===== config.mk =====
export PLATFORM = sky130hd
export DESIGN_NAME = state_save_seq
export DESIGN_NICKNAME = d
export VERILOG_FILES = /design/src/state_save_pkg.sv /design/src/section_map.sv /design/src/word_map.sv /design/src/state_save_seq.sv
export SDC_FILE = /design/constraint.sdc
export NUM_CORES = 1
export LEC_CHECK = 0
export ABC_AREA = 1
export BUFFER_PORTS_ARGS = -buffer_cell sky130_fd_sc_hd__buf_4
export CORE_AREA = 2 2 197 199
export DETAILED_ROUTE_END_ITERATION = 6
export DIE_AREA = 0 0 199 201
export GPL_ROUTABILITY_DRIVEN = 0
export PLACE_DENSITY = 0.47
export SLEW_MARGIN = 20
export SYNTH_ARGS = -nofsm -noshare
export SYNTH_HDL_FRONTEND = slang
export SYNTH_SLANG_ARGS = --single-unit

===== constraint.sdc =====
create_clock -name REF_CLK_I -period 4.31 [get_ports REF_CLK_I]
set_clock_uncertainty 0.1 [all_clocks]
set_input_delay 0.431 -clock REF_CLK_I [delete_from_list [all_inputs] [get_ports REF_CLK_I]]
set_output_delay 0.431 -clock REF_CLK_I [all_outputs]
set_load 0.03 [all_outputs]

===== src/state_save_pkg.sv =====
// constants, types and section layout of the state-save sequencer
package state_save_pkg;
   typedef enum logic [1:0] {
      OP_SAVE = 2'b00,
      OP_SAVE_SUP = 2'b01,
      OP_RESTORE = 2'b10,
      OP_RESTORE_SUP = 2'b11
   } op_t;
   typedef enum logic [2:0] {
      ST_IDLE = 3'b000,
      ST_CHECK = 3'b001,
      ST_FETCH = 3'b010,
      ST_MEM = 3'b011,
      ST_STORE = 3'b100,
      ST_END = 3'b101
   } state_t;
   // fault codes
   localparam logic [2:0] FLT_NONE = 3'h0;
   localparam logic [2:0] FLT_UNDEF = 3'h1;
   localparam logic [2:0] FLT_GP = 3'h2;
   localparam logic [2:0] FLT_MEM = 3'h3;
   localparam logic [2:0] FLT_VMEXIT = 3'h4;
   // component numbers
   localparam logic [4:0] CMP_MASK = 5'h05;
   localparam logic [4:0] CMP_UPPER = 5'h06;
   localparam logic [4:0] CMP_HIGH16 = 5'h07;
   localparam logic [4:0] CMP_TRACE = 5'h08;
   localparam logic [4:0] CMP_PKEY = 5'h09;
   localparam logic [4:0] CMP_DUTY = 5'h0D;
   localparam int NUM_SLOTS = 6;
   localparam logic [2:0] SLOT_NONE = 3'h6;
   // section offsets from the save-area base
   localparam logic [31:0] OFS_MASK = 32'h0000_0440;
   localparam logic [31:0] OFS_UPPER = 32'h0000_0480;
   localparam logic [31:0] OFS_HIGH16 = 32'h0000_0680;
   localparam logic [31:0] OFS_PKEY = 32'h0000_0A80;
   localparam logic [31:0] OFS_SUP = 32'h0000_0000;
   // section sizes in bytes
   localparam logic [31:0] SZ_MASK = 32'h0000_0040;
   localparam logic [31:0] SZ_UPPER = 32'h0000_0200;
   localparam logic [31:0] SZ_HIGH16 = 32'h0000_0400;
   localparam logic [31:0] SZ_TRACE = 32'h0000_0080;
   localparam logic [31:0] SZ_PKEY = 32'h0000_0008;
   localparam logic [31:0] SZ_DUTY = 32'h0000_0008;
   // word counts (8-byte words)
   localparam logic [7:0] WD_UPPER_LOW = 8'h20;
   localparam logic [7:0] WD_TRACE_REGS = 8'h09;
   localparam logic [7:0] WD_ONE = 8'h01;
   localparam logic [31:0] UPPER_LOW_BYTES = 32'h0000_0100;
   localparam int TRACE_EN_POS = 0;
   localparam logic [7:0] BE_FULL = 8'hFF;
   localparam logic [7:0] BE_PKEY = 8'h0F;
endpackage


===== src/section_map.sv =====
// section base, size and word count of one state component
`timescale 1ns/1ns
module section_map
   import state_save_pkg::*;
(
   input wire logic [4:0] comp_i,
   input wire logic mode64_i,
   input wire logic restore_i,
   output logic [31:0] base_o,
   output logic [31:0] size_o,
   output logic [7:0] words_o
);
   always_comb begin
      base_o = OFS_SUP;
      size_o = 32'h0;
      if (comp_i == CMP_MASK) begin
         base_o = OFS_MASK;
         size_o = SZ_MASK;
      end else if (comp_i == CMP_UPPER) begin
         base_o = OFS_UPPER;
         size_o = SZ_UPPER;
      end else if (comp_i == CMP_HIGH16) begin
         base_o = OFS_HIGH16;
         size_o = SZ_HIGH16;
      end else if (comp_i == CMP_TRACE) begin
         size_o = SZ_TRACE;
      end else if (comp_i == CMP_PKEY) begin
         base_o = OFS_PKEY;
         size_o = SZ_PKEY;
      end else if (comp_i == CMP_DUTY) begin
         size_o = SZ_DUTY;
      end
      words_o = size_o[10:3];
      // upper half of registers 8-15 only in 64-bit mode
      if (comp_i == CMP_UPPER && !mode64_i) begin
         words_o = WD_UPPER_LOW;
      end
      // high-sixteen section untouched outside 64-bit mode
      if (comp_i == CMP_HIGH16 && !mode64_i) begin
         words_o = 8'h00;
      end
      // restore loads only the nine trace registers
      if (comp_i == CMP_TRACE && restore_i) begin
         words_o = WD_TRACE_REGS;
      end
   end
endmodule // section_map


===== src/word_map.sv =====
// register index, word and section byte offset of one transfer step
`timescale 1ns/1ns
module word_map
   import state_save_pkg::*;
(
   input wire logic [4:0] comp_i,
   input wire logic [7:0] step_i,
   input wire logic restore_i,
   output logic [4:0] idx_o,
   output logic [2:0] word_o,
   output logic [31:0] offset_o
);
   always_comb begin
      idx_o = 5'h0;
      word_o = 3'h0;
      offset_o = {21'h0, step_i, 3'h0};
      if (comp_i == CMP_MASK) begin
         // mask register i at bytes 8i+7:8i
         idx_o = step_i[4:0];
      end else if (comp_i == CMP_UPPER) begin
         // upper half of register i at bytes 32i+31:32i
         idx_o = {1'b0, step_i[5:2]};
         word_o = {1'b1, step_i[1:0]};
      end else if (comp_i == CMP_HIGH16) begin
         // register i at bytes 64(i-16)+63:64(i-16)
         idx_o = {1'b1, step_i[6:3]};
         word_o = step_i[2:0];
      end else if (comp_i == CMP_TRACE) begin
         // nine registers 8 bytes each; control loaded last on restore
         idx_o = step_i[4:0];
         if (restore_i) begin
            idx_o = (step_i == 8'h08) ? 5'h0 : 5'(step_i + 8'h01);
         end
         offset_o = {24'h0, idx_o, 3'h0};
      end
   end
endmodule // word_map


===== src/state_save_seq.sv =====
// save and restore sequencer for the extended state components
`timescale 1ns/1ns
module state_save_seq
   import state_save_pkg::*;
(
   // clock and reset
   input wire logic REF_CLK_I,
   input wire logic RESET_N_I,
   // instruction request
   input wire logic START_I,
   input wire logic [1:0] OP_I,
   input wire logic [13:0] REQ_MASK_I,
   input wire logic VM_EXIT_I,
   output logic BUSY_O,
   output logic DONE_O,
   output logic [2:0] FAULT_O,
   // configuration
   input wire logic OS_SAVE_ENABLE_I,
   input wire logic [13:0] USER_STATE_MASK_I,
   input wire logic [13:0] SUPERVISOR_STATE_MASK_I,
   input wire logic MODE64_I,
   output logic VEC_INSTR_OK_O,
   // identification query
   input wire logic [4:0] QUERY_SUB_I,
   output logic [31:0] QUERY_OFFSET_O,
   output logic [31:0] QUERY_SIZE_O,
   // trace enable
   input wire logic TRACE_ENABLE_BIT_I,
   output logic TRACE_EN_WR_O,
   output logic TRACE_EN_VAL_O,
   // key rights
   input wire logic [31:0] PROTECTION_KEY_RIGHTS_I,
   output logic [31:0] PKEY_CHECK_O,
   // register file port
   output logic RF_REQ_O,
   output logic RF_WE_O,
   output logic [4:0] RF_COMP_O,
   output logic [4:0] RF_IDX_O,
   output logic [2:0] RF_WORD_O,
   output logic [63:0] RF_WDATA_O,
   input wire logic [63:0] RF_RDATA_I,
   // memory port
   output logic MEM_REQ_O,
   output logic MEM_WE_O,
   output logic [31:0] MEM_ADDR_O,
   output logic [7:0] MEM_BE_O,
   output logic [63:0] MEM_WDATA_O,
   input wire logic [63:0] MEM_RDATA_I,
   input wire logic MEM_ACK_I,
   input wire logic MEM_FAULT_I
);
   state_t state_reg;
   op_t op_reg;
   logic [13:0] rfbm_reg;
   logic mode_reg;
   logic [5:0] act_reg;
   logic [5:0] act_next;
   logic [2:0] slot_reg;
   logic [7:0] step_reg;
   logic [63:0] data_reg;
   logic trace_orig_reg;
   logic trace_clr_reg;
   logic is_sup;
   logic is_restore;
   logic vec_ok;
   logic [4:0] comp;
   logic [31:0] base;
   logic [31:0] offset;
   logic [7:0] words;
   logic last_word;
   logic [2:0] nxt_slot;
   logic [2:0] first_slot;
   logic abort;
   logic trace_gp;

   function automatic logic [4:0] slot_comp(input logic [2:0] s);
      case (s)
         3'h0: slot_comp = CMP_MASK;
         3'h1: slot_comp = CMP_UPPER;
         3'h2: slot_comp = CMP_HIGH16;
         3'h3: slot_comp = CMP_TRACE;
         3'h4: slot_comp = CMP_PKEY;
         default: slot_comp = CMP_DUTY;
      endcase
   endfunction

   function automatic logic [2:0] find_slot(input logic [5:0] a,
                                            input logic [2:0] from);
      logic [2:0] r;
      r = SLOT_NONE;
      for (int i = NUM_SLOTS - 1; i >= 0; i--) begin
         if (a[i] && 3'(i) >= from) begin
            r = 3'(i);
         end
      end
      return r;
   endfunction

   // ----------------------------------------
   // enable conditions
   // ----------------------------------------
   assign is_sup = (op_reg == OP_SAVE_SUP) || (op_reg == OP_RESTORE_SUP);
   assign is_restore = op_reg[1];
   assign vec_ok = OS_SAVE_ENABLE_I && (&USER_STATE_MASK_I[7:5]);
   always_comb begin
      act_next[0] = rfbm_reg[5] && vec_ok;
      act_next[1] = rfbm_reg[6] && vec_ok;
      act_next[2] = rfbm_reg[7] && vec_ok && mode_reg;
      act_next[3] = is_sup && rfbm_reg[8] && OS_SAVE_ENABLE_I
                    && SUPERVISOR_STATE_MASK_I[8];
      act_next[4] = rfbm_reg[9] && OS_SAVE_ENABLE_I
                    && USER_STATE_MASK_I[9];
      act_next[5] = is_sup && rfbm_reg[13] && OS_SAVE_ENABLE_I
                    && SUPERVISOR_STATE_MASK_I[13];
   end
   assign trace_gp = (op_reg == OP_RESTORE_SUP) && act_next[3]
                     && TRACE_ENABLE_BIT_I;
   assign first_slot = find_slot(act_next, 3'h0);
   assign nxt_slot = find_slot(act_reg, 3'(slot_reg + 3'h1));

   // ----------------------------------------
   // layout
   // ----------------------------------------
   assign comp = slot_comp(slot_reg);
   section_map u_seq_map (
      .comp_i(comp),
      .mode64_i(mode_reg),
      .restore_i(is_restore),
      .base_o(base),
      .size_o(),
      .words_o(words)
   );
   word_map u_word_map (
      .comp_i(comp),
      .step_i(step_reg),
      .restore_i(is_restore),
      .idx_o(RF_IDX_O),
      .word_o(RF_WORD_O),
      .offset_o(offset)
   );
   assign last_word = (8'(step_reg + 8'h01) >= words);
   assign abort = VM_EXIT_I || (MEM_ACK_I && MEM_FAULT_I);

   // ----------------------------------------
   // ports
   // ----------------------------------------
   assign BUSY_O = (state_reg != ST_IDLE);
   assign RF_REQ_O = (state_reg == ST_FETCH) || (state_reg == ST_STORE);
   assign RF_WE_O = (state_reg == ST_STORE);
   assign RF_COMP_O = comp;
   assign RF_WDATA_O = data_reg;
   assign MEM_REQ_O = (state_reg == ST_MEM);
   assign MEM_WE_O = !is_restore;
   assign MEM_ADDR_O = base + offset;
   assign MEM_BE_O = (comp == CMP_PKEY) ? BE_PKEY : BE_FULL;
   assign MEM_WDATA_O = data_reg;

   // ----------------------------------------
   // sequencer
   // ----------------------------------------
   always_ff @(posedge REF_CLK_I or negedge RESET_N_I) begin
      if (!RESET_N_I) begin
         state_reg <= ST_IDLE;
         slot_reg <= 3'h0;
         step_reg <= 8'h00;
         act_reg <= 6'h00;
         FAULT_O <= FLT_NONE;
         DONE_O <= 1'b0;
      end else begin
         DONE_O <= 1'b0;
         case (state_reg)
            ST_IDLE: begin
               if (START_I) begin
                  FAULT_O <= FLT_NONE;
                  state_reg <= ST_CHECK;
               end
            end
            ST_CHECK: begin
               act_reg <= act_next;
               slot_reg <= first_slot;
               step_reg <= 8'h00;
               if (!OS_SAVE_ENABLE_I) begin
                  FAULT_O <= FLT_UNDEF;
                  state_reg <= ST_END;
               end else if (trace_gp) begin
                  FAULT_O <= FLT_GP;
                  state_reg <= ST_END;
               end else if (first_slot == SLOT_NONE) begin
                  state_reg <= ST_END;
               end else begin
                  state_reg <= is_restore ? ST_MEM : ST_FETCH;
               end
            end
            ST_FETCH: state_reg <= ST_MEM;
            ST_MEM: begin
               if (abort) begin
                  FAULT_O <= VM_EXIT_I ? FLT_VMEXIT : FLT_MEM;
                  state_reg <= ST_END;
               end else if (MEM_ACK_I) begin
                  if (is_restore) begin
                     state_reg <= ST_STORE;
                  end else if (!last_word) begin
                     step_reg <= 8'(step_reg + 8'h01);
                     state_reg <= ST_FETCH;
                  end else begin
                     step_reg <= 8'h00;
                     slot_reg <= nxt_slot;
                     state_reg <= (nxt_slot == SLOT_NONE) ? ST_END : ST_FETCH;
                  end
               end
            end
            ST_STORE: begin
               if (!last_word) begin
                  step_reg <= 8'(step_reg + 8'h01);
                  state_reg <= ST_MEM;
               end else begin
                  step_reg <= 8'h00;
                  slot_reg <= nxt_slot;
                  state_reg <= (nxt_slot == SLOT_NONE) ? ST_END : ST_MEM;
               end
            end
            ST_END: begin
               DONE_O <= 1'b1;
               state_reg <= ST_IDLE;
            end
            default: state_reg <= ST_IDLE;
         endcase
      end
   end

   // ----------------------------------------
   // request capture and key snapshot
   // ----------------------------------------
   always_ff @(posedge REF_CLK_I or negedge RESET_N_I) begin
      if (!RESET_N_I) begin
         op_reg <= OP_SAVE;
         rfbm_reg <= 14'h0;
         mode_reg <= 1'b0;
         trace_orig_reg <= 1'b0;
         PKEY_CHECK_O <= 32'h0;
      end else if (state_reg == ST_IDLE) begin
         PKEY_CHECK_O <= PROTECTION_KEY_RIGHTS_I;
         if (START_I) begin
            op_reg <= op_t'(OP_I);
            rfbm_reg <= REQ_MASK_I & (USER_STATE_MASK_I
               | (OP_I[0] ? SUPERVISOR_STATE_MASK_I : 14'h0));
            mode_reg <= MODE64_I;
            trace_orig_reg <= TRACE_ENABLE_BIT_I;
         end
      end
   end

   // ----------------------------------------
   // data path
   // ----------------------------------------
   always_ff @(posedge REF_CLK_I or negedge RESET_N_I) begin
      if (!RESET_N_I) begin
         data_reg <= 64'h0;
      end else if (state_reg == ST_FETCH) begin
         if (comp == CMP_TRACE && step_reg >= WD_TRACE_REGS) begin
            data_reg <= 64'h0;
         end else begin
            data_reg <= RF_RDATA_I;
         end
      end else if (state_reg == ST_MEM && MEM_ACK_I && is_restore) begin
         data_reg <= MEM_RDATA_I;
      end
   end

   // ----------------------------------------
   // trace enable handling
   // ----------------------------------------
   always_ff @(posedge REF_CLK_I or negedge RESET_N_I) begin
      if (!RESET_N_I) begin
         TRACE_EN_WR_O <= 1'b0;
         TRACE_EN_VAL_O <= 1'b0;
         trace_clr_reg <= 1'b0;
      end else begin
         TRACE_EN_WR_O <= 1'b0;
         if (state_reg == ST_CHECK) begin
            trace_clr_reg <= 1'b0;
         end else if (state_reg == ST_MEM && op_reg == OP_SAVE_SUP) begin
            if (abort && trace_clr_reg) begin
               TRACE_EN_WR_O <= 1'b1;
               TRACE_EN_VAL_O <= trace_orig_reg;
            end else if (MEM_ACK_I && !abort && comp == CMP_TRACE
                         && step_reg == 8'h00) begin
               TRACE_EN_WR_O <= 1'b1;
               TRACE_EN_VAL_O <= 1'b0;
               trace_clr_reg <= 1'b1;
            end
         end
      end
   end

   // ----------------------------------------
   // query and instruction permit
   // ----------------------------------------
   logic [31:0] q_base;
   logic [31:0] q_size;
   section_map u_query_map (
      .comp_i(QUERY_SUB_I),
      .mode64_i(1'b1),
      .restore_i(1'b0),
      .base_o(q_base),
      .size_o(q_size),
      .words_o()
   );
   always_ff @(posedge REF_CLK_I or negedge RESET_N_I) begin
      if (!RESET_N_I) begin
         QUERY_OFFSET_O <= 32'h0;
         QUERY_SIZE_O <= 32'h0;
         VEC_INSTR_OK_O <= 1'b0;
      end else begin
         QUERY_OFFSET_O <= q_base;
         QUERY_SIZE_O <= q_size;
         VEC_INSTR_OK_O <= vec_ok;
      end
   end

   // ----------------------------------------
   // assertions
   // ----------------------------------------
   property p_vec_ok;
      @(posedge REF_CLK_I) disable iff (!RESET_N_I)
      (OS_SAVE_ENABLE_I && USER_STATE_MASK_I[7:5] == 3'b111)
         |=> VEC_INSTR_OK_O;
   endproperty
   a_vec_ok: assert property (p_vec_ok)
      else $error("vector permit missing");
   property p_trace_gp;
      @(posedge REF_CLK_I) disable iff (!RESET_N_I)
      (state_reg == ST_CHECK && OS_SAVE_ENABLE_I && trace_gp)
         |=> FAULT_O == FLT_GP && !MEM_REQ_O ##1 DONE_O;
   endproperty
   a_trace_gp: assert property (p_trace_gp)
      else $error("trace restore not refused");
   property p_trace_clear;
      @(posedge REF_CLK_I) disable iff (!RESET_N_I)
      (MEM_REQ_O && MEM_ACK_I && !abort && op_reg == OP_SAVE_SUP
         && comp == CMP_TRACE && step_reg == 8'h00)
         |=> TRACE_EN_WR_O && !TRACE_EN_VAL_O && !MEM_REQ_O;
   endproperty
   a_trace_clear: assert property (p_trace_clear)
      else $error("trace enable not cleared");
   property p_trace_back;
      @(posedge REF_CLK_I) disable iff (!RESET_N_I)
      (MEM_REQ_O && abort && op_reg == OP_SAVE_SUP && trace_clr_reg)
         |=> TRACE_EN_WR_O && TRACE_EN_VAL_O == trace_orig_reg;
   endproperty
   a_trace_back: assert property (p_trace_back)
      else $error("trace enable not put back");
   property p_high16;
      @(posedge REF_CLK_I) disable iff (!RESET_N_I)
      (MEM_REQ_O && !mode_reg) |-> comp != CMP_HIGH16;
   endproperty
   a_high16: assert property (p_high16)
      else $error("high vector section touched");
   property p_upper;
      @(posedge REF_CLK_I) disable iff (!RESET_N_I)
      (MEM_REQ_O && !mode_reg && comp == CMP_UPPER)
         |-> offset < UPPER_LOW_BYTES && RF_IDX_O < 5'h08;
   endproperty
   a_upper: assert property (p_upper)
      else $error("upper half 8-15 touched");
   property p_pkey;
      @(posedge REF_CLK_I) disable iff (!RESET_N_I)
      (BUSY_O && $past(BUSY_O)) |-> $stable(PKEY_CHECK_O);
   endproperty
   a_pkey: assert property (p_pkey)
      else $error("key rights changed in flight");
   property p_reserved;
      @(posedge REF_CLK_I) disable iff (!RESET_N_I)
      (MEM_REQ_O && !is_restore && comp == CMP_TRACE
         && step_reg >= WD_TRACE_REGS) |-> MEM_WDATA_O == 64'h0;
   endproperty
   a_reserved: assert property (p_reserved)
      else $error("reserved trace bytes not zero");
   property p_ctl_last;
      @(posedge REF_CLK_I) disable iff (!RESET_N_I)
      (RF_WE_O && comp == CMP_TRACE && RF_IDX_O == 5'h00)
         |-> step_reg == 8'h08;
   endproperty
   a_ctl_last: assert property (p_ctl_last)
      else $error("trace control loaded early");
endmodule // state_save_seq


Word level (Yosys, flattened, before mapping)
Index checks and enable logic that the tools add are counted.
{"block": "classes", "add_sub_neg": 3, "order_cmp": 8, "n_eq_ne": 34, "muxes": 96, "bitwise": 3, "n_reduce_logical": 56}
{"cell": "32-bit 2-to-1 mux", "count": 16}
{"cell": "64-bit 2-to-1 mux", "count": 3}
{"cell": "3-bit 2-to-1 mux", "count": 33}
{"cell": "11-bit 2-to-1 mux", "count": 6}
{"cell": "8-bit 2-to-1 mux", "count": 8}
{"cell": "1-bit logical AND", "count": 33}
{"cell": "32-bit adder", "count": 1}
{"cell": "5-bit 2-to-1 mux", "count": 6}
{"cell": "12-bit 2-to-1 mux", "count": 2}
{"cell": "8-bit one-hot mux with 3 select lines", "count": 1}
{"cell": "4-bit one-hot mux with 5 select lines", "count": 1}
{"cell": "3-bit one-hot mux with 3 select lines", "count": 2}
{"cell": "3-bit equality test, second input constant", "count": 5}
{"cell": "5-bit by 3-bit equality test with 1-bit output, second input constant", "count": 3}
{"cell": "5-bit by 4-bit equality test with 1-bit output, second input constant", "count": 3}
{"cell": "3-bit one-hot mux with 5 select lines", "count": 1}
{"cell": "14-bit AND", "count": 1}
{"cell": "14-bit 2-to-1 mux", "count": 1}
{"cell": "14-bit bitwise OR", "count": 1}
{"cell": "3-bit by 2-bit equality test with 1-bit output, second input constant", "count": 4}
{"cell": "4-bit by 3-bit equality test with 1-bit output, second input constant", "count": 3}
{"cell": "4-bit equality test, second input constant", "count": 3}
{"cell": "1-bit 2-to-1 mux", "count": 12}
{"cell": "3-bit AND reduction", "count": 3}
{"cell": "26 further kinds", "count": 48}
{"block": "word_totals", "register_bits": 206, "in_bits": 218, "out_inout_bits": 289}

Logic depth before layout (Yosys ltp)
Gate-level depths: netlist (run 1).
{"block": "depth", "ltp_word": 18, "ltp_mapped": 22}

Modules after synthesis
Synthesis (run 1) repeated with hierarchy kept, for this count alone.
{"block": "unflattened", "hier_cells": 1575, "area_unflattened_um2": 12290.5}
{"mod": "state_save_seq", "n_inst": 1, "cells_each": 1269, "area_per_inst_um2": 10475.0, "seq_area_each_um2": 4954.8}
{"mod": "section_map", "n_inst": 2, "cells_each": 97, "area_per_inst_um2": 605.6, "seq_area_each_um2": 0.0}
{"mod": "word_map", "n_inst": 1, "cells_each": 112, "area_per_inst_um2": 604.3, "seq_area_each_um2": 0.0}

Worst setup path after synthesis (run 1)
OpenSTA, ideal clock, no wires.
{"block": "synth_path", "kind": "reg-to-output", "startpoint": "reg slot_reg[0]", "endpoint": "out MEM_ADDR_O[11]", "t_arrival_ns": 3.057, "required_ns": 3.779, "setup_slack_ns": 0.722, "path_stages_with_launch": 17, "cell_sequence": "dfrtp_1 > inv_1 > ha_1 > o21ai_2 > inv_1 > nor2_1 > nand2_2 > inv_1 > buf_2 > o211ai_1 > o21ai_0 > ha_1 > inv_1 > o21bai_1 > nand2_1 > o21ai_1 > xnor2_1"}
{"block": "synth_between", "elab_chain_cells": 9, "word_cells_on_any_way": 21, "cone_classes": "1 x add/sub; 9 x eq/ne; 10 x mux; 1 x reduce/logical"}
{"element": "start: declaration", "line": "state_save_seq.sv:58", "rtl": "logic [2:0] slot_reg;"}
{"element": "start signal: assignment", "line": "state_save_seq.sv:180", "rtl": "slot_reg <= first_slot;"}
{"element": "start signal: assignment", "line": "state_save_seq.sv:207", "rtl": "slot_reg <= nxt_slot;"}
{"element": "start signal: assignment", "line": "state_save_seq.sv:218", "rtl": "slot_reg <= nxt_slot;"}
{"element": "3-bit equality test (tied with other cells)", "line": "state_save_seq.sv:77", "rtl": "case (s)"}
{"element": "4-bit one-hot mux with 5 select lines (*)", "line": "state_save_seq.sv:77"}
{"element": "net RF_COMP_O[1]", "line": "state_save_seq.sv:37", "rtl": "output logic [4:0] RF_COMP_O,"}
{"element": "4-bit equality test", "line": "section_map.sv:27", "rtl": "end else if (comp_i == CMP_PKEY) begin"}
{"element": "12-bit 2-to-1 mux", "line": "section_map.sv:27"}
{"element": "32-bit 2-to-1 mux", "line": "section_map.sv:25", "rtl": "end else if (comp_i == CMP_TRACE) begin"}
{"element": "32-bit 2-to-1 mux", "line": "section_map.sv:22", "rtl": "end else if (comp_i == CMP_HIGH16) begin"}
{"element": "32-bit 2-to-1 mux", "line": "section_map.sv:19", "rtl": "end else if (comp_i == CMP_UPPER) begin"}
{"element": "32-bit 2-to-1 mux", "line": "section_map.sv:16", "rtl": "if (comp_i == CMP_MASK) begin"}
{"element": "32-bit adder (*)", "line": "state_save_seq.sv:154", "rtl": "assign MEM_ADDR_O = base + offset;"}
{"element": "end: declaration", "line": "state_save_seq.sv:45", "rtl": "output logic [31:0] MEM_ADDR_O,"}
The timed path passes the listed nets; every way through them passes the cells marked *.

Final worst setup path (run 1)
{"block": "layout_path", "startpoint": "reg slot_reg[0]", "endpoint": "out MEM_ADDR_O[11]"}
{"block": "layout_between", "elab_chain_cells": 9, "word_cells_on_any_way": 21, "cone_classes": "1 x add/sub; 9 x eq/ne; 10 x mux; 1 x reduce/logical"}
{"element": "3-bit equality test (tied with other cells)", "line": "state_save_seq.sv:77"}
{"element": "4-bit one-hot mux with 5 select lines (*)", "line": "state_save_seq.sv:77"}
{"element": "4-bit equality test", "line": "section_map.sv:27"}
{"element": "12-bit 2-to-1 mux", "line": "section_map.sv:27"}
{"element": "32-bit 2-to-1 mux", "line": "section_map.sv:25"}
{"element": "32-bit 2-to-1 mux", "line": "section_map.sv:22"}
{"element": "32-bit 2-to-1 mux", "line": "section_map.sv:19"}
{"element": "32-bit 2-to-1 mux", "line": "section_map.sv:16"}
{"element": "32-bit adder (*)", "line": "state_save_seq.sv:154"}
Every way passes the cells marked *; elsewhere a longest branch is shown, timed or not.

==> flow_summary.toml, run 1 <==
[flow_run]
maxCapViolCount = 0

[timing]
maxSlewHeadroom_pct = 40.2
fmax_mhz = 251
worst_slew_pin_slew_ns = 0.896
grt_setup_unrepaired = "false"
holdWs_ns = 0.0670
timing.final.ws_setup_ns = 0.328
setup_tns_ns = 0
post-route-period-util_pct = 92.4
period_needed_ns = 3.98
final_hold_viol_count = 0
setup_violations = 0
final_max_slew_viol_count = 0

[yosys]
synthCells = 1040
synth_edf_count = 0
avgSynthCellArea_um2 = 8.15
yosysSeqAreaShare_pct = 42.2
netlist.area_leader.share_pct = 42.2
synthTopCellsByArea = "dfrtp_1, buf_4, nand2_1, o22ai_1, a21oi_1"
yosysUniqueCellTypes = 43
yosysWarnings = 0
synth_top_area_cell = "dfrtp_1"
async_flop_share_pct = 100
ys.flop_type = "dfrtp_1"
syn_area_um2 = 8480
ys_seq_elements = 143

[finish]
diodes = 0
stdcell_count = 1891
layout-drive-gt1-share_pct = 34.5
final_area_um2 = 11700
nFillCells = 4181
area_delta_synth_final_pct = 38.3
utilization_pct = 30.8
final_nets = 1597
largest_reg_flops = 64

[pwr]
peakVddDrop_uv = 334
power.total_mw = 9.50
p_per_area_nw_per_um2 = 810
leakage_nw = 6.11

[setup_path]
required_ns = 3.78
cp.arrival_ns = 3.45
crit_family = "compound AO/OA/AOI/OAI gates"
start_kind = "register"
crit_slowest_cell = "dfrtp_1"
reg2reg_to = "slot_reg[1]"
ff2ff_setup_slack_ns = 0.92
r2r_start = "slot_reg[0]"
path_class = "reg2out"
worstPathCellList = "inv_1 > ha_1 > nand2_2 > nand2_1 > nand2_2 > clkinvlp_4 > o211ai_1 > o21ai_0 > ha_1 > inv_1 > o21bai_1 > nand2_1 > o21ai_1 > xnor2_1 > buf_4"
path_buf_inv = 4
crit_path_start = "slot_reg[0]"
critPathMaxStageDelay_ns = 0.47
rr_worst_depth = 16
path_depth = 15
critical_path.max_fanout = 9
crit_path_end_kind = "output pin"

[placement]
port_buffers = 401
dp_slack_ns = 0.523
dpl_cell_area_um2 = 11100
place_inst = 1857
hpwl_mm = 21.5

[hold_path]
hold_class = "in2reg"
min_from = "QUERY_SUB_I[0]"
whs_endpoint = "QUERY_SIZE_O[7]"
worstHoldPathCells = 2

[global_routing]
grt_pass1_vias = 7722
grt_max_degree = 78
track_usage_pct = 14.1
overflow = 0
grt_pass1_wl_mm = 43.8
antenna_found_initial = 0

[cts]
cts_max_level = 4
cts_tree = "yes"
cts_inserted_buffers = 17
insertion_delay_ns = 0.44
cts_buffer_depth = 2
cts-root-buf = "clkbuf_16"
clk_pin_slew_ns = 0.07
cts.sinks = 143

[status]
run_status = "complete, no violations"

[floorplanning]
die_y_um = 201
core_area_um2 = 38100
ios = 507
die_w_um = 199
die_area_um2 = 40000
start_util_pct = 22.3
row_count = 72

[routing]
via_count = 7832
antenna_left = 0
via_per_inst = 4.14
wirelength_mm = 28.8
dr.pass1.iters = 4
first_iter_violations = 334
wl_per_cell_um = 15.2
drc = 0
-- power breakdown --
group	internal [mW]	leakage [nW]	switching, mW
sequential	1.91	1.71	0.494
combinational	1.85	4.11	3.65
clock	0.968	0.293	0.615
total	4.73	6.11	4.76
-- worst register-to-register path, cell delays in order, from the launching register on --
cell and delay (ns):
dfrtp_1 0.46, inv_1 0.21, ha_1 0.22, nor2_1 0.06, nand2_1 0.06, nand3_1 0.18
nor3_1 0.61, nand2_1 0.15, ha_1 0.34, nand2_1 0.05, nor2_1 0.12, nand4_1 0.20
nand4_4 0.24, nand2_2 0.09, inv_4 0.09, nand2_1 0.06, o21ai_1 0.08
-- placed cells by master, fill, tap and decap left out, types with 6 or more instances in the layout --
cell type,netlist,routed
a21oi_1,77,77
buf_4,149,407
clkbuf_16,0,17
conb_1,2,81
dfrtp_1,143,143
ha_1,17,17
inv_1,76,75
nand2_1,290,289
nand2_2,5,6
nand3_1,24,24
nand4_1,9,9
nor2_1,39,38
nor3_1,10,9
o211ai_1,6,6
o21ai_0,36,36
o22ai_1,68,68
-- final cells by class --
cell class / instances / area (um^2) / area share, %
Sequential cell: 143 / 3580 / 30.5
Multi-Input combinational cell: 704 / 3460 / 29.5
Timing Repair Buffer: 410 / 3100 / 26.4
Tap cell: 518 / 648 / 5.53
Clock buffer: 18 / 429 / 3.66
Inverter: 85 / 333 / 2.84
Clock inverter: 13 / 188 / 1.60
-- worst max path at each step --
stage                           to  slack (ns)
floorplan           MEM_ADDR_O[11]        0.72
CTS                 MEM_ADDR_O[11]        0.01
detailed placement  MEM_ADDR_O[11]        0.52
global route        MEM_ADDR_O[11]        0.02
finish              MEM_ADDR_O[11]        0.33
global placement    MEM_ADDR_O[11]        0.66
-- metal layers --
layer | track usage (%) | part of all wire (%) | wire length (um) | up-vias
met3 | 4.62 | 8.8 | 2520 | 17
li1 | - | - | - | 3816
met1 | 17.1 | 42 | 12000 | 3688
met2 | 23.8 | 49 | 14000 | 311
met4 | 3.97 | 1.1 | 319 | 0
met5 | 0 | 0 | 0 | -
-- what timing repair did --
| action | in CTS | in global routing |
|---|---|---|
| setup endpoints to repair | 0 | 4 |
| gates resized for setup | 0 | 2 |
| hold buffers | 1 | 0 |
| endpoints found under the hold margin | 66 | 0 |
| setup buffers | 0 | 2 |
-- kinds of logic after synthesis --
group           share of synthesized area, %
simple gates                            19.1
buf+inv                                 20.7
compound gates                          14.4
flops                                   42.2
fa+ha+maj                               2.74
xor+xnor                               0.826
other cells                           0.0886
-- Yosys cell counts (2+ instances only) --
cell	n
a21oi_1	77
a31oi_1	2
buf_2	3
buf_4	149
buf_6	19
clkbuf_1	15
conb_1	2
dfrtp_1	143
ha_1	17
inv_1	76
inv_2	5
inv_4	2
nand2_1	290
nand2_2	5
nand2_4	3
nand3_1	24
nand3_2	2
nand4_1	9
nor2_1	39
nor3_1	10
nor4_1	3
o2111ai_1	3
o211ai_1	6
o21ai_0	36
o21ai_1	3
o21ai_2	2
o22ai_1	68
o22ai_2	5
or2_2	2
xnor2_1	3
xor2_1	5
No activity file was read; power rests on OpenSTA's default activity.
==> run 2, diff against run 1 <==
--- a/config.mk
+++ b/config.mk
@@ -6,7 +6,7 @@
 export NUM_CORES = 1
 export LEC_CHECK = 0
 export ABC_AREA = 1
-export BUFFER_PORTS_ARGS = -buffer_cell sky130_fd_sc_hd__buf_4
+export BUFFER_PORTS_ARGS = -buffer_cell sky130_fd_sc_hd__buf_2
 export CORE_AREA = 2 2 197 199
 export DETAILED_ROUTE_END_ITERATION = 6
 export DIE_AREA = 0 0 199 201
==> flow_summary.toml, run 2 (synthesis results as in run 1) <==
[finish]
final_common_cell = "buf_2"
largest_reg_flops = 64
layout_common_cells = "buf_2, nand2_1, dfrtp_1, conb_1, a21oi_1"
layout-drive-gt1-share_pct = 34.5
diodes = 0
final_nets = 1596
area_delta_synth_final_pct = 25.7

[routing]
drc = 0
antenna_left = 0
first_iter_violations = 360
wirelength_mm = 27.4
via_count = 7793
dr.pass1.iters = 6
wl_per_cell_um = 14.5
via_per_inst = 4.12

[pwr]
p_int_mw = 4.06
seq_power_share_pct = 26.9
p_sw_mw = 4.66
p_clk_share_pct = 16.3
switching_share_pct = 53.5
combPwrFrac_pct = 56.7
leakage_nw = 5.73
peakVddDrop_uv = 390
p_per_area_nw_per_um2 = 818

[placement]
port_buffers = 401
hpwl_mm = 20.4

[floorplanning]
start_util_pct = 22.3
row_count = 72
die_y_um = 201
die_area_um2 = 40000
ios = 507
core_area_um2 = 38100
die_w_um = 199

[global_routing]
track_usage_pct = 13.3
grt_max_degree = 79
antenna_found_initial = 1
overflow = 0
grt_pass1_wl_mm = 40.9
grt_pass1_vias = 7461

[cts]
cts.sinks = 143
cts_buffer_depth = 2
cts_inserted_buffers = 17
cts-root-buf = "clkbuf_16"
cts_max_level = 4
insertion_delay_ns = 0.43
clk_pin_slew_ns = 0.07
cts_tree = "yes"

[timing]
period_needed_ns = 3.90
maxSlewHeadroom_pct = 43.0
worst_slew_pin_slew_ns = 0.855
post-route-period-util_pct = 90.4
final_max_slew_viol_count = 0
fmax_mhz = 257
grt_setup_unrepaired = "false"
final_hold_viol_count = 0
holdWs_ns = 0.0862
setup_tns_ns = 0
setup_violations = 0

[setup_path]
crit_path_end_kind = "output pin"
required_ns = 3.78
critical_path.max_fanout = 9
path_class = "reg2out"
start_kind = "register"
cp.arrival_ns = 3.36

[flow_run]
maxCapViolCount = 0

[status]
run_status = "complete, no violations"

[hold_path]
hold_class = "in2reg"
run 2: what timing repair did:
item | in CTS | in global routing
hold buffers | 1 | 0
buffers inserted | 0 | 2
gates resized for setup | 0 | 2
endpoints found under the hold margin | 77 | 0
setup endpoints to repair | 0 | 4
run 2: area by class of cell:
cell class | count | area [um^2]
fillers | 4269 | 27400
flip-flops and latches | 143 | 3580
multi-input cells | 704 | 3460
repair buffers | 409 | 2090
well taps | 518 | 648
clock buffers | 21 | 470
inverters | 85 | 333
clock inverters | 10 | 87.6
run 2: metal layers:
| metal | global-route usage (%) | part of all wire [%] | vias to the layer above |
|---|---|---|---|
| li1 | - | - | 3821 |
| met1 | 16.3 | 43 | 3637 |
| met2 | 22.1 | 48 | 311 |
| met3 | 4.23 | 8.1 | 22 |
| met4 | 3.86 | 1.2 | 2 |
| met5 | 0 | 0.048 | - |
run 2: worst max-delay path, stage by stage (launching register included):
cell        delay (ns)
dfrtp_1           0.46
inv_1             0.17
ha_1              0.26
nand2_2           0.17
nand2_1           0.11
nand2_2           0.16
clkinvlp_4        0.15
o211ai_1          0.13
o21ai_0           0.22
ha_1              0.33
inv_1             0.04
o21bai_1          0.13
nand2_1           0.10
o21ai_1           0.15
xnor2_1           0.13
buf_2             0.21
run 2: final timing paths:
path	startpoint	endpoint	slack, ns	depth (start not counted)
setup reg to reg	slot_reg[0]	state_reg[1]	0.94	17
min in group asynchronous	RESET_N_I	MEM_WDATA_O[32]	0.50	2
setup / recovery	slot_reg[0]	MEM_ADDR_O[11]	0.41	15
hold reg to reg	PKEY_CHECK_O[22]	PKEY_CHECK_O[22]	0.37	2
max in group asynchronous	RESET_N_I	QUERY_SIZE_O[7]	2.75	3
hold / removal	PROTECTION_KEY_RIGHTS_I[21]	PKEY_CHECK_O[21]	0.09	3
run 2: power groups by stage:
stage | logic, mW | clock network [mW] | registers (mW)
CTS | 5.01 | 1.49 | 2.35
detailed placement | 5.00 | 0 | 2.36
global placement | 4.99 | 0 | 2.35
floorplan | 3.13 | 0 | 3.21
global route | 5.39 | 1.54 | 2.42
finish | 4.95 | 1.43 | 2.35
run 2: metrics by stage:
stage	area (um^2)	power, mW	std cells	worst slack, ns	util, %
after global routing	10700	9.35	1890	0.0666	28.0
after detailed placement	10100	7.36	1856	0.556	26.4
after global placement	10100	7.34	1856	0.636	26.4
final	10700	8.72	1890	0.415	28.0
after floorplan	8780	6.35	1119	0.722	-
after CTS	10600	8.84	1888	0.0535	27.9
